--- config.mk ---
export PLATFORM = sky130hd
export DESIGN_NAME = pwmgc_top
export DESIGN_NICKNAME = d
export VERILOG_FILES = /design/src/pwmgc_pkg.sv /design/src/pwmgc_top.sv
export SDC_FILE = /design/constraint.sdc
export NUM_CORES = 1
export LEC_CHECK = 0
export ABC_AREA = 1
export BUFFER_PORTS_ARGS = -buffer_cell sky130_fd_sc_hd__buf_2
export CAP_MARGIN = 20
export CORE_ASPECT_RATIO = 1.2
export CORE_MARGIN = 5
export CORE_UTILIZATION = 42
export CTS_CLUSTER_DIAMETER = 200
export DETAILED_ROUTE_END_ITERATION = 16
export SLEW_MARGIN = 20
export SYNTH_ARGS = -nofsm -noshare
export SYNTH_HDL_FRONTEND = slang
export SYNTH_SLANG_ARGS = --single-unit
--- constraint.sdc ---
create_clock -name ref_clk -period 16.06 [get_ports ref_clk]
set_clock_uncertainty 0.15 [all_clocks]
set_input_delay 3.212 -clock ref_clk [delete_from_list [all_inputs] [get_ports ref_clk]]
set_output_delay 3.212 -clock ref_clk [all_outputs]
set_load 0.02 [all_outputs]
--- src/pwmgc_pkg.sv ---
// Package of register map, field positions and mode codes
package pwmgc_pkg;
  // Register word offsets on Avalon-MM
  localparam logic [3:0] ADDR_KEY = 4'h0;
  localparam logic [3:0] ADDR_CTRL = 4'h1;
  localparam logic [3:0] ADDR_PDUTY = 4'h2;
  localparam logic [3:0] ADDR_SDUTY = 4'h3;
  localparam logic [3:0] ADDR_PHASE = 4'h4;
  localparam logic [3:0] ADDR_SPHASE = 4'h5;
  localparam logic [3:0] ADDR_MPER = 4'h6;
  localparam logic [3:0] ADDR_MDUTY = 4'h7;
  localparam logic [3:0] ADDR_STATUS = 4'h8;
  localparam int ADDR_W = 4;
  // Control field positions
  localparam int B_FLTST = 15;
  localparam int B_CLST = 14;
  localparam int B_TRGST = 13;
  localparam int B_FLTIE = 12;
  localparam int B_CLIE = 11;
  localparam int B_TRGIE = 10;
  localparam int B_ITB = 9;
  localparam int B_MDS = 8;
  localparam int B_DTC = 6;
  localparam int B_TBS = 3;
  localparam int B_CAM = 2;
  localparam int B_XPR = 1;
  localparam int B_IUE = 0;
  localparam logic [15:0] CTRL_WMASK = 16'h1fcf;
  // Reset values
  localparam logic [15:0] RST_ZERO = 16'h0000;
  localparam logic [15:0] RST_MPER = 16'hfff8;
  // Duty and period limits
  localparam logic [15:0] MIN_PULSE = 16'h0008;
  localparam logic [15:0] MAX_LOCAL_PER = 16'hfff8;
  localparam logic [15:0] CAM_MASK = 16'hfff8;
  // Edge band in which resolution coarsens
  localparam int EDGE_BAND_PS = 40000;
  localparam int CLK_PS = 8000;
  localparam logic [15:0] EDGE_BAND = 16'(EDGE_BAND_PS / CLK_PS);
  localparam logic [15:0] COARSE_MASK = 16'hfffc;
  // Dead-time modes
  typedef enum logic [1:0] {
    DT_POS = 2'b00,
    DT_NEG = 2'b01,
    DT_OFF = 2'b10,
    DT_RSV = 2'b11
  } pwmgc_dt_e;
  // Output modes
  typedef enum logic [1:0] {
    OM_COMP = 2'b00,
    OM_REDUN = 2'b01,
    OM_PUSH = 2'b10,
    OM_INDEP = 2'b11
  } pwmgc_om_e;
endpackage : pwmgc_pkg

--- src/pwmgc_top.sv ---
// PWM generator control, duty registers and output logic
//
// The implementer's own choices: the Avalon-MM interface to the registers and the register offsets.
`timescale 1ns/1ns
////////////////////////////////////////////////////////////////////////////
// Summary of operation
// RQ1: Fault event sets fault_pending; writing fault enable zero clears it.
// RQ2: Limit event sets limit_pending; writing limit enable zero clears it.
// RQ3: Trigger with enable set raises request and pending; enable zero clears.
// RQ4: Software clears pending here and in interrupt controller flag.
// RQ5: Independent bit picks own phase period, else master period.
// RQ6: Shared duty select picks master duty, else own duty registers.
// RQ7: Center-aligned only honoured when independent time base is set.
// RQ8: Center-aligned mode drops lowest three bits of duty, phase, dead time.
// RQ9: Software keeps mode bits fixed once module enable is set.
// RQ10: External reset with independent base lets limit reset the counter.
// RQ11: Software sets limit mode zero and independent one for this mode.
// RQ12: Dead-time field: positive, negative complementary, disabled, reserved.
// RQ13: Time-base select picks secondary or primary master base.
// RQ14: Immediate update applies writes now, else at local period start.
// RQ15: Primary duty drives high only in independent, both otherwise.
// RQ16: Secondary duty used only in independent mode for low output.
// RQ17: Pulse width clamped between 0x0008 and period minus 0x0008; here a duty of zero passes through unclamped.
// RQ18: Near zero or full period, duty resolution coarsens to a few LSBs.
// RQ19: Sixteen-bit read/write key register, reset zero.
// RQ20: Local period accepts up to 0xFFF8; otherwise phase is shift. No shift is applied here; the phase registers are then unused.
// RQ21: Center-aligned counter counts up to period then down.
module pwmgc_top (
  // Clock and reset
  input wire logic ref_clk,
  input wire logic nrst,
  // Avalon-MM slave
  input wire logic [3:0] address,
  input wire logic read,
  input wire logic write,
  input wire logic [31:0] writedata,
  output logic [31:0] readdata,
  output logic waitrequest,
  // Event inputs from outside
  input wire logic faultIn,
  input wire logic limitIn,
  input wire logic triggerIn,
  // Master time bases and module enable
  input wire logic primaryTbSync,
  input wire logic secondaryTbSync,
  input wire logic secondaryTbPresent,
  input wire logic moduleEnable,
  // Output mode and dead time
  input wire logic [1:0] outputMode,
  input wire logic [13:0] deadTime,
  // Outputs
  output logic highOutput,
  output logic lowOutput,
  output logic faultIrq,
  output logic limitIrq,
  output logic triggerIrq
);

  ////////////////////////////////////////////////////////////////////////
  logic [15:0] protectionKey;
  logic [15:0] ctrl;
  logic [15:0] primaryDuty, secondaryDuty, phaseShift, secPhaseShift;
  logic [15:0] masterPeriod, masterDuty;
  logic [15:0] actDuty, actSDuty, actPeriod, actSPeriod, actDead;
  logic [2:0] faultS, limitS, trigS, priS, secS;
  logic ackPhase;
  logic [15:0] counter;
  logic countDown;
  logic cycleStart;

  // Pins are asynchronous, so two flops before use
  always_ff @(posedge ref_clk or negedge nrst) begin
    if (!nrst) begin
      faultS <= 3'h0;
      limitS <= 3'h0;
      trigS <= 3'h0;
      priS <= 3'h0;
      secS <= 3'h0;
    end else begin
      faultS <= {faultS[1:0], faultIn};
      limitS <= {limitS[1:0], limitIn};
      trigS <= {trigS[1:0], triggerIn};
      priS <= {priS[1:0], primaryTbSync};
      secS <= {secS[1:0], secondaryTbSync};
    end
  end

  logic faultEv, limitEv, trigEv, tbSyncEv;
  logic independent_timebase, center_aligned, useSec;
  always_comb begin
    faultEv = faultS[1] & ~faultS[2];
    limitEv = limitS[1] & ~limitS[2];
    trigEv = trigS[1] & ~trigS[2];
    independent_timebase = ctrl[pwmgc_pkg::B_ITB];
    center_aligned = ctrl[pwmgc_pkg::B_CAM] & independent_timebase; // RQ7
    useSec = ctrl[pwmgc_pkg::B_TBS] & secondaryTbPresent; // RQ13
    tbSyncEv = useSec ? (secS[1] & ~secS[2]) : (priS[1] & ~priS[2]);
  end

  ////////////////////////////////////////////////////////////////////////
  // Bus slave: one wait cycle, answer on the second edge
  logic busReq, wrDo, rdDo;
  assign busReq = read | write;
  assign waitrequest = busReq & ~ackPhase;
  assign wrDo = write & ackPhase;
  assign rdDo = read & ~ackPhase;

  always_ff @(posedge ref_clk or negedge nrst) begin
    if (!nrst) begin
      ackPhase <= 1'b0;
    end else begin
      ackPhase <= busReq & ~ackPhase;
    end
  end

  function automatic logic [15:0] regRead(input logic [3:0] a,
      input logic [15:0] k, input logic [15:0] c, input logic [15:0] p,
      input logic [15:0] s, input logic [15:0] ph, input logic [15:0] sp,
      input logic [15:0] mp, input logic [15:0] md, input logic [15:0] st);
    unique case (a)
      pwmgc_pkg::ADDR_KEY: regRead = k;
      pwmgc_pkg::ADDR_CTRL: regRead = c;
      pwmgc_pkg::ADDR_PDUTY: regRead = p;
      pwmgc_pkg::ADDR_SDUTY: regRead = s;
      pwmgc_pkg::ADDR_PHASE: regRead = ph;
      pwmgc_pkg::ADDR_SPHASE: regRead = sp;
      pwmgc_pkg::ADDR_MPER: regRead = mp;
      pwmgc_pkg::ADDR_MDUTY: regRead = md;
      pwmgc_pkg::ADDR_STATUS: regRead = st;
      default: regRead = pwmgc_pkg::RST_ZERO;
    endcase
  endfunction : regRead

  logic [15:0] statusWord;
  assign statusWord = {13'h0000, countDown, lowOutput, highOutput};

  always_ff @(posedge ref_clk or negedge nrst) begin
    if (!nrst) begin
      readdata <= 32'h0000_0000;
    end else if (rdDo) begin
      readdata <= {16'h0000, regRead(address, protectionKey, ctrl,
        primaryDuty, secondaryDuty, phaseShift, secPhaseShift,
        masterPeriod, masterDuty, statusWord)};
    end
  end

  function automatic logic wrHit(input logic w, input logic [3:0] a,
      input logic [3:0] r);
    wrHit = w && (a == r);
  endfunction : wrHit

  ////////////////////////////////////////////////////////////////////////
  // Key register
  always_ff @(posedge ref_clk or negedge nrst) begin
    if (!nrst) begin
      protectionKey <= pwmgc_pkg::RST_ZERO; // RQ19
    end else if (wrHit(wrDo, address, pwmgc_pkg::ADDR_KEY)) begin
      protectionKey <= writedata[15:0]; // RQ19
    end
  end

  ////////////////////////////////////////////////////////////////////////
  // Control: pending bits set by hardware, enable clear wins over set
  logic ctrlWr;
  logic [15:0] wdCtrl;
  logic fIe, cIe, tIe;
  assign ctrlWr = wrHit(wrDo, address, pwmgc_pkg::ADDR_CTRL);
  assign wdCtrl = writedata[15:0];
  assign fIe = ctrlWr ? wdCtrl[pwmgc_pkg::B_FLTIE] : ctrl[pwmgc_pkg::B_FLTIE];
  assign cIe = ctrlWr ? wdCtrl[pwmgc_pkg::B_CLIE] : ctrl[pwmgc_pkg::B_CLIE];
  assign tIe = ctrlWr ? wdCtrl[pwmgc_pkg::B_TRGIE] : ctrl[pwmgc_pkg::B_TRGIE];

  always_ff @(posedge ref_clk or negedge nrst) begin
    if (!nrst) begin
      ctrl <= pwmgc_pkg::RST_ZERO;
    end else begin
      // Mode bits held by software once enabled; not enforced here
      if (ctrlWr) begin
        ctrl[12:0] <= wdCtrl[12:0] & pwmgc_pkg::CTRL_WMASK[12:0];
      end
      if (faultEv & fIe) begin
        ctrl[pwmgc_pkg::B_FLTST] <= 1'b1; // RQ1
      end else if (!fIe) begin
        ctrl[pwmgc_pkg::B_FLTST] <= 1'b0; // RQ1
      end
      if (limitEv & cIe) begin
        ctrl[pwmgc_pkg::B_CLST] <= 1'b1; // RQ2
      end else if (!cIe) begin
        ctrl[pwmgc_pkg::B_CLST] <= 1'b0; // RQ2
      end
      if (trigEv & tIe) begin
        ctrl[pwmgc_pkg::B_TRGST] <= 1'b1; // RQ3
      end else if (!tIe) begin
        ctrl[pwmgc_pkg::B_TRGST] <= 1'b0; // RQ3
      end
    end
  end

  // One-cycle request pulses to the interrupt controller
  always_ff @(posedge ref_clk or negedge nrst) begin
    if (!nrst) begin
      faultIrq <= 1'b0;
      limitIrq <= 1'b0;
      triggerIrq <= 1'b0;
    end else begin
      faultIrq <= faultEv & fIe; // RQ1
      limitIrq <= limitEv & cIe; // RQ2
      triggerIrq <= trigEv & tIe; // RQ3
    end
  end

  ////////////////////////////////////////////////////////////////////////
  // Software copies of duty, phase and period
  always_ff @(posedge ref_clk or negedge nrst) begin
    if (!nrst) begin
      primaryDuty <= pwmgc_pkg::RST_ZERO;
      secondaryDuty <= pwmgc_pkg::RST_ZERO;
      phaseShift <= pwmgc_pkg::RST_ZERO;
      secPhaseShift <= pwmgc_pkg::RST_ZERO;
      masterPeriod <= pwmgc_pkg::RST_MPER;
      masterDuty <= pwmgc_pkg::RST_ZERO;
    end else if (wrDo) begin
      unique case (address)
        pwmgc_pkg::ADDR_PDUTY: primaryDuty <= writedata[15:0];
        pwmgc_pkg::ADDR_SDUTY: secondaryDuty <= writedata[15:0];
        pwmgc_pkg::ADDR_PHASE: phaseShift <= writedata[15:0];
        pwmgc_pkg::ADDR_SPHASE: secPhaseShift <= writedata[15:0];
        pwmgc_pkg::ADDR_MPER: masterPeriod <= writedata[15:0];
        pwmgc_pkg::ADDR_MDUTY: masterDuty <= writedata[15:0];
        default: ;
      endcase
    end
  end

  ////////////////////////////////////////////////////////////////////////
  // Active value selection
  function automatic logic [15:0] limPer(input logic [15:0] v);
    limPer = (v > pwmgc_pkg::MAX_LOCAL_PER) ? pwmgc_pkg::MAX_LOCAL_PER : v;
  endfunction : limPer

  function automatic logic [15:0] camTrim(input logic [15:0] v,
      input logic c);
    camTrim = c ? (v & pwmgc_pkg::CAM_MASK) : v;
  endfunction : camTrim

  logic [15:0] srcDuty, srcSDuty, srcPer, srcSPer, srcDead;
  always_comb begin
    srcDuty = ctrl[pwmgc_pkg::B_MDS] ? masterDuty : primaryDuty; // RQ6
    srcSDuty = ctrl[pwmgc_pkg::B_MDS] ? masterDuty : secondaryDuty; // RQ6
    srcPer = independent_timebase ? limPer(phaseShift) : masterPeriod; // RQ5 RQ20
    srcSPer = independent_timebase ? limPer(secPhaseShift) : masterPeriod; // RQ5 RQ20
    srcDead = {2'b00, deadTime};
  end

  // Immediate or cycle-synchronised load of active values
  always_ff @(posedge ref_clk or negedge nrst) begin
    if (!nrst) begin
      actDuty <= pwmgc_pkg::RST_ZERO;
      actSDuty <= pwmgc_pkg::RST_ZERO;
      actPeriod <= pwmgc_pkg::RST_MPER;
      actSPeriod <= pwmgc_pkg::RST_MPER;
      actDead <= pwmgc_pkg::RST_ZERO;
    end else if (ctrl[pwmgc_pkg::B_IUE] || cycleStart) begin // RQ14
      actDuty <= camTrim(srcDuty, center_aligned); // RQ8
      actSDuty <= camTrim(srcSDuty, center_aligned); // RQ8
      actPeriod <= camTrim(srcPer, center_aligned); // RQ8
      actSPeriod <= camTrim(srcSPer, center_aligned); // RQ8
      actDead <= camTrim(srcDead, center_aligned); // RQ8
    end
  end

  ////////////////////////////////////////////////////////////////////////
  // Local time base
  logic extReset, atTop;
  assign extReset = ctrl[pwmgc_pkg::B_XPR] & independent_timebase & limitEv; // RQ10
  assign atTop = counter >= actPeriod;
  assign cycleStart = center_aligned ? (countDown && counter == 16'h0000)
    : (independent_timebase ? atTop : tbSyncEv);

  always_ff @(posedge ref_clk or negedge nrst) begin
    if (!nrst) begin
      counter <= 16'h0000;
      countDown <= 1'b0;
    end else if (!moduleEnable || extReset) begin // RQ10
      counter <= 16'h0000;
      countDown <= 1'b0;
    end else if (center_aligned) begin
      if (!countDown) begin // RQ21
        if (atTop) begin
          countDown <= 1'b1;
          counter <= counter - 16'h0001;
        end else begin
          counter <= counter + 16'h0001;
        end
      end else if (counter == 16'h0000) begin // RQ21
        countDown <= 1'b0;
        counter <= 16'h0001;
      end else begin
        counter <= counter - 16'h0001;
      end
    end else if (!independent_timebase && tbSyncEv) begin // RQ13
      counter <= 16'h0000;
    end else if (atTop && independent_timebase) begin
      counter <= 16'h0000;
    end else begin
      counter <= counter + 16'h0001;
    end
  end

  ////////////////////////////////////////////////////////////////////////
  // Duty clamp and edge-band coarsening
  function automatic logic [15:0] clampDuty(input logic [15:0] d,
      input logic [15:0] p);
    logic [15:0] hi;
    logic [15:0] r;
    hi = (p > pwmgc_pkg::MIN_PULSE) ? p - pwmgc_pkg::MIN_PULSE
      : pwmgc_pkg::MIN_PULSE;
    r = d;
    if (d == 16'h0000) r = 16'h0000;
    else if (d < pwmgc_pkg::MIN_PULSE) r = pwmgc_pkg::MIN_PULSE; // RQ17
    else if (d > hi) r = hi; // RQ17
    // Inside the edge band the fine bits cannot be honoured
    if (r != 16'h0000 && (r < pwmgc_pkg::MIN_PULSE + pwmgc_pkg::EDGE_BAND
        || r + pwmgc_pkg::EDGE_BAND > hi)) begin
      r = r & pwmgc_pkg::COARSE_MASK; // RQ18
    end
    clampDuty = r;
  endfunction : clampDuty

  logic [15:0] dutyH, dutyL, deadEff;
  logic indep;
  logic rawH, rawL;
  always_comb begin
    indep = outputMode == pwmgc_pkg::OM_INDEP;
    dutyH = clampDuty(actDuty, actPeriod);
    dutyL = indep ? clampDuty(actSDuty, actSPeriod) : dutyH; // RQ15 RQ16
    deadEff = center_aligned ? (actDead >> 1) : actDead;
    rawH = moduleEnable && (counter < dutyH);
    rawL = moduleEnable && (indep ? (counter < dutyL) : !rawH); // RQ15
  end

  ////////////////////////////////////////////////////////////////////////
  // Dead-time insertion on the complementary pair
  logic [15:0] dtCnt;
  logic prevH;
  always_ff @(posedge ref_clk or negedge nrst) begin
    if (!nrst) begin
      dtCnt <= 16'h0000;
      prevH <= 1'b0;
    end else begin
      prevH <= rawH;
      if (rawH != prevH) begin
        // Transition cycle is itself the first dead cycle
        dtCnt <= (deadEff != 16'h0000) ? deadEff - 16'h0001 : 16'h0000;
      end else if (dtCnt != 16'h0000) begin
        dtCnt <= dtCnt - 16'h0001;
      end
    end
  end

  logic dtBusy;
  assign dtBusy = (dtCnt != 16'h0000) || (rawH != prevH && deadEff != 0);

  // Overlap only in complementary mode and never while disabled
  logic negDt;
  assign negDt = moduleEnable && outputMode == pwmgc_pkg::OM_COMP && dtBusy;

  always_ff @(posedge ref_clk or negedge nrst) begin
    if (!nrst) begin
      highOutput <= 1'b0;
      lowOutput <= 1'b0;
    end else begin
      unique case (pwmgc_pkg::pwmgc_dt_e'(ctrl[pwmgc_pkg::B_DTC +: 2]))
        pwmgc_pkg::DT_POS: begin // RQ12
          highOutput <= rawH & ~dtBusy;
          lowOutput <= indep ? rawL : (rawL & ~dtBusy);
        end
        pwmgc_pkg::DT_NEG: begin // RQ12
          highOutput <= rawH | negDt;
          lowOutput <= rawL | negDt;
        end
        pwmgc_pkg::DT_OFF, pwmgc_pkg::DT_RSV: begin // RQ12
          // Reserved code behaves as disabled for safety
          highOutput <= rawH;
          lowOutput <= rawL;
        end
      endcase
    end
  end

endmodule : pwmgc_top

# Word level (Yosys, flattened, before mapping)
# Index checks and enable logic that the tools add are counted.
[word_totals]
mem_bits_rw = 0
ff_bits = 275
word_cells = 192
mem_count = 0
mem_bits_ro = 0
in_bits = 63
latchBits = 0
[classes]
shift = 0
bitwise = 27
n_eq_ne = 16
div_mod_pow = 0
order_cmp = 15
n_reduce_logical = 39
n_addsub = 8
n_mux = 55
multipliers = 0
[ops]
columns = ["cell", "n"]
rows = [
  ["two-way mux 16 bit", 25],
  ["case mux 16 bit (9 select lines)", 1],
  ["greater-than comparator 16 bit", 4],
  ["less-than comparator 16 x 4 -> 1 bit, second input constant", 4],
  ["nonzero test 16 bit", 4],
  ["logical NOT 16 bit", 3],
  ["subtractor 16 x 1 -> 16 bit, second input constant", 3],
  ["adder 16 x 3 -> 16 bit, second input constant", 2],
  ["greater-than comparator 16 bit, second input constant", 2],
  ["greater-than comparator 16 x 4 -> 1 bit, second input constant", 2],
  ["less-than comparator 16 bit", 2],
  ["subtractor 16 x 4 -> 16 bit, second input constant", 2],
  ["two-way mux 1 bit", 19],
  ["AND 1 bit", 17],
  ["adder 16 x 1 -> 16 bit, second input constant", 1],
  ["== test 4 x 3 -> 1 bit, second input constant", 4],
  ["greater-or-equal comparator 16 bit", 1],
  ["two-way mux 3 bit", 5],
  ["two-way mux 14 bit", 1],
  ["logical AND 1 bit", 12],
  ["AND reduction 2 bit", 6],
  ["== test 4 x 2 -> 1 bit, second input constant", 2],
  ["inverter 1 bit", 7],
  ["== test 2 bit, second input constant", 3],
  ["14 further kinds", 28],
]

# Longest topological paths before layout
[logic_depth]
ltp_word = 20
depth_mapped = 54

# Least setup slack after synthesis
# No wires, ideal clock.
[synth_path]
kind = "input to output"
start = "input port read"
end = "output port waitrequest"
stages = 2
t_arrival_ps = 3542
setup_slack_ps = 9156
cell_sequence = "nor2_1 -> nor2_1"
[synth_via]
elab_chain_len = 2
[synth_lines]
columns = ["item", "line", "rtl"]
rows = [
  ["start: declaration", "pwmgc_top.sv:34", "input wire logic read,"],
  ["OR 1 bit", "pwmgc_top.sv:103", "assign busReq = read | write;"],
  ["AND 1 bit", "pwmgc_top.sv:104", "assign waitrequest = busReq & ~ackPhase;"],
  ["end: declaration", "pwmgc_top.sv:38", "output logic waitrequest,"],
]
# Every way passes these cells.

# Worst setup path after layout
[layout_path]
start = "register actPeriod[3]"
end = "register dtCnt[2]"
[layout_via]
elab_chain_len = 15
elab_cells_between_ends = 19
[layout_lines]
columns = ["item", "line", "rtl"]
rows = [
  ["start: declaration", "pwmgc_top.sv:64", "logic [15:0] actDuty, actSDuty, actPeriod, actSPeriod, actDead;"],
  ["start signal: assignment", "pwmgc_top.sv:260", "actPeriod <= pwmgc_pkg::RST_MPER;"],
  ["start signal: assignment", "pwmgc_top.sv:266", "actPeriod <= camTrim(srcPer, center_aligned);"],
  ["subtractor 16 x 4 -> 16 bit or greater-than comparator 16 x 4 -> 1 bit (tied branches)", "pwmgc_top.sv:316", "hi = (p > pwmgc_pkg::MIN_PULSE) ? p - pwmgc_pkg::MIN_PULSE"],
  ["two-way mux 16 bit (*)", "pwmgc_top.sv:316", ""],
  ["greater-than comparator 16 bit", "pwmgc_top.sv:321", "else if (d > hi) r = hi;"],
  ["two-way mux 16 bit", "pwmgc_top.sv:321", ""],
  ["two-way mux 16 bit", "pwmgc_top.sv:320", "else if (d < pwmgc_pkg::MIN_PULSE) r = pwmgc_pkg::MIN_PULSE;"],
  ["two-way mux 16 bit", "pwmgc_top.sv:319", "if (d == 16'h0000) r = 16'h0000;"],
  ["adder 16 x 3 -> 16 bit", "pwmgc_top.sv:324", "|| r + pwmgc_pkg::EDGE_BAND > hi)) begin"],
  ["greater-than comparator 16 bit", "pwmgc_top.sv:324", ""],
  ["logical OR 1 bit", "pwmgc_top.sv:324", ""],
  ["logical AND 1 bit", "pwmgc_top.sv:323", "if (r != 16'h0000 && (r < pwmgc_pkg::MIN_PULSE + pwmgc_pkg::EDGE_BAND"],
  ["two-way mux 2 bit", "pwmgc_top.sv:323", ""],
  ["less-than comparator 16 bit (*)", "pwmgc_top.sv:338", "rawH = moduleEnable && (counter < dutyH);"],
  ["logical AND 1 bit (*)", "pwmgc_top.sv:338", ""],
  ["!= test 1 bit (*)", "pwmgc_top.sv:352", "if (rawH != prevH) begin"],
  ["two-way mux 16 bit or nonzero test 2 bit (tied branches)", "n/a", ""],
  ["end signal: assignment", "pwmgc_top.sv:354", "dtCnt <= (deadEff != 16'h0000) ? deadEff - 16'h0001 : 16'h0000;"],
  ["end signal: assignment", "pwmgc_top.sv:356", "dtCnt <= dtCnt - 16'h0001;"],
  ["end: declaration", "pwmgc_top.sv:344", "logic [15:0] dtCnt;"],
]
# Mark *: on every way between the ends. The rest lies on a longest branch, timed or not.
# A chain may end at the register's enable or synchronous reset.

==> impl_metrics.toml <==
[job]
drv_cap = 0

[worst_setup_path]
endpoint_kind = "flop"
r2r_slack_ns = 8.07
timing.rr.end = "dtCnt[2]$_DFFE_PN0P_"
critPathLaunch = "actPeriod[3]$_DFFE_PN1P_"
cpMostUsedCell = "nand2_1"
cp_max_fo = 17
crit_arrival_ns = 8.32
crit_family = "simple AND/OR/NAND/NOR gates"
max_stage_delay_ns = 0.39
slowest_stage = "dfstp_2"
start_kind = "flop"
reg2reg_from = "actPeriod[3]$_DFFE_PN1P_"
worstPathRequired_ns = 16.39
path_class = "reg -> reg"
ff2ff_path_depth = 45
path_buf_inv = 3

[sta]
finalHoldViolations = 0
fin_tns_setup_ns = 0
drv_slew = 0
relSlewSlack_pct = 25.8
worst_pin_slew_ns = 1.11
timing.final.crit_period_ns = 7.99
setup_viol = 0
fmax_mhz = 125
fin_crit_sh_pct = 49.7
rsz0062_at_grt = "false"

[synth]
ys_ff_latch = 275
async_flop_share_pct = 100
ys_top_cells_by_count = "546 x nand2_1, 315 x o21ai_0, 302 x inv_1, 236 x dfrtp_1, 148 x nor2_1"
synth_flop_cell = "dfrtp_1"
ys_types = 59
yosysMostFrequentCell = "nand2_1"
synth-seq-area-share_pct = 38.3
synth-edff-count = 0
synthCells = 2384
yosys.area.top_type = "dfrtp_1"
synth_top_cell_area_share_pct = 32.7
synth-warning-count = 0
synthesis.area_sq_um = 18100
post_synth.cell_area_avg_sq_um = 7.58
netlist_top_cells_area = "dfrtp_1 33%, nand2_1 11%, o21ai_0 8.7%"

[drt]
firstDrtPassIters = 6
vias = 16300
drt_iter0_drc = 1113
routedWlPerCell_um = 19.3
wl_um = 57500
final_antenna_net_count = 0
drc = 0
vias_per_cell = 5.45

[cts]
cts.clk_slew.worst_paths_ns = 0.06
tritoncts = "built"
cts_resized = 0
cts_root_buf = "clkbuf_16"
cts_setup_buffers = 0
cts_buffers = 30
cts_buffer_depth = 3
clkLatencyLatePin_ns = 0.61
clkSinkCount = 275
cts-hold-fix-buffers = 0
cts.htree.levels = 1

[floorplan]
die_h_um = 237
core_sq_um = 42700
num_rows = 83
die_w_um = 199
io_pins = 101
dieArea_sq_um = 47300
floorplan.initialDensity_pct = 42.4

[worst_hold_path]
holdCritPathClass = "reg -> reg"
hp-start = "trigS[1]$_DFF_PN0_"
min_path_cells = 0
worstHoldEndpoint = "trigS[2]$_DFF_PN0_"

[grt]
grt_max_degree = 174
grt.overflow.total = 0
grtUsageMet3_pct = 2.99
grt.busiest_layer = "met2"
grtUsageMet2_pct = 40.8
grt_pass1_vias = 15900
grt_pass1_wl_um = 89600
use_met1_pct = 30.4
grt_usage_pct = 24.0
grt_antenna_before_repair = 0

[placement]
port_buffers = 68
place.gp.congestion = 0.953
post-dp-hpwl_um = 43300

[cells_and_area]
antenna_cells = 0
final_nets = 2595
layout-drive-gt1-share_pct = 10.9
area_growth_syn_to_layout_pct = 9.77

[run_status]
outcome = "finished clean"
## logic make-up after synthesis
logic type / after synthesis / synth area share, %
adder cells (fa/ha/maj): 123 / 8.51
flip-flops: 275 / 38.3
buffers and inverters: 420 / 9.45
multiplexers: 16 / 0.997
other: 1 / 0.0207
AO/OA/AOI/OAI: 504 / 15.5
XOR/XNOR: 74 / 3.59
AND/OR/NAND/NOR: 971 / 23.6
## stage by stage
stage	hold slack [ns]	std cells	util, %	cell area, sq um	setup WS [ns]
after floorplan	0.181	2399	-	18100	9.16
after global placement	0.187	2929	44.1	18800	8.22
after detailed placement	0.188	2929	44.1	18800	8.19
after CTS	0.202	2985	46.5	19800	8.18
after global routing	0.221	2985	46.5	19800	7.38
final	0.198	2985	46.5	19800	8.07
## metal layers
| layer | up-vias | share of wire, % |
|---|---|---|
| li1 | 7905 | - |
| met1 | 7749 | 41 |
| met2 | 470 | 48 |
| met3 | 139 | 5.3 |
| met4 | 0 | 5.4 |
| met5 | - | 0 |
## worst reg2reg max path, delay by kind of cell (launching register included)
family,cells,cell delay [ns]
AO/OA/AOI/OAI,3,0.34
buffers and inverters,3,0.41
adder cells (fa/ha/maj),5,1.34
AND/OR/NAND/NOR,33,5.13
XOR/XNOR,1,0.18
flip-flops,1,0.39
## cell usage in the layout (no fill, tap or decap), types with 10 or more instances in the layout
master and instances:
conb_1 16, xnor2_1 14, o22ai_1 26, inv_1 302, nor2_1 148, a21oi_1 73, o21ai_0 315, xor2_1 60
dfrtp_1 236, nand4_1 34, clkbuf_16 30, nand2_1 544, ha_1 123, nor3_1 37, buf_2 67, buf_4 15
dfstp_2 39, mux2_2 16, a221oi_1 27, nand3_1 135, nand3_2 21, a31oi_1 16, inv_2 11, a21oi_2 10
clkbuf_1 12, nand2_2 10
## worst max path at each step
stage / to / slack [ns] / cells after the start
finish: dtCnt[2]$_DFFE_PN0P_ / 8.07 / 45
global route: dtCnt[2]$_DFFE_PN0P_ / 7.38 / 45
CTS: dtCnt[2]$_DFFE_PN0P_ / 8.18 / 45
detailed placement: dtCnt[2]$_DFFE_PN0P_ / 8.19 / 45
global placement: dtCnt[15]$_DFFE_PN0P_ / 8.22 / 45
floorplan: waitrequest / 9.16 / 2
## cell type report
cell class	count	area, sq um
well taps	552	691
inverters	314	1180
clock inverters	9	170
fillers	4250	22800
flip-flops and latches	275	6930
repair buffers	84	483
clock buffers	47	865
multi-input cells	1704	9520
Power is not shown: default switching activity piles up to over one toggle a cycle in this logic, so the estimate is an artifact.
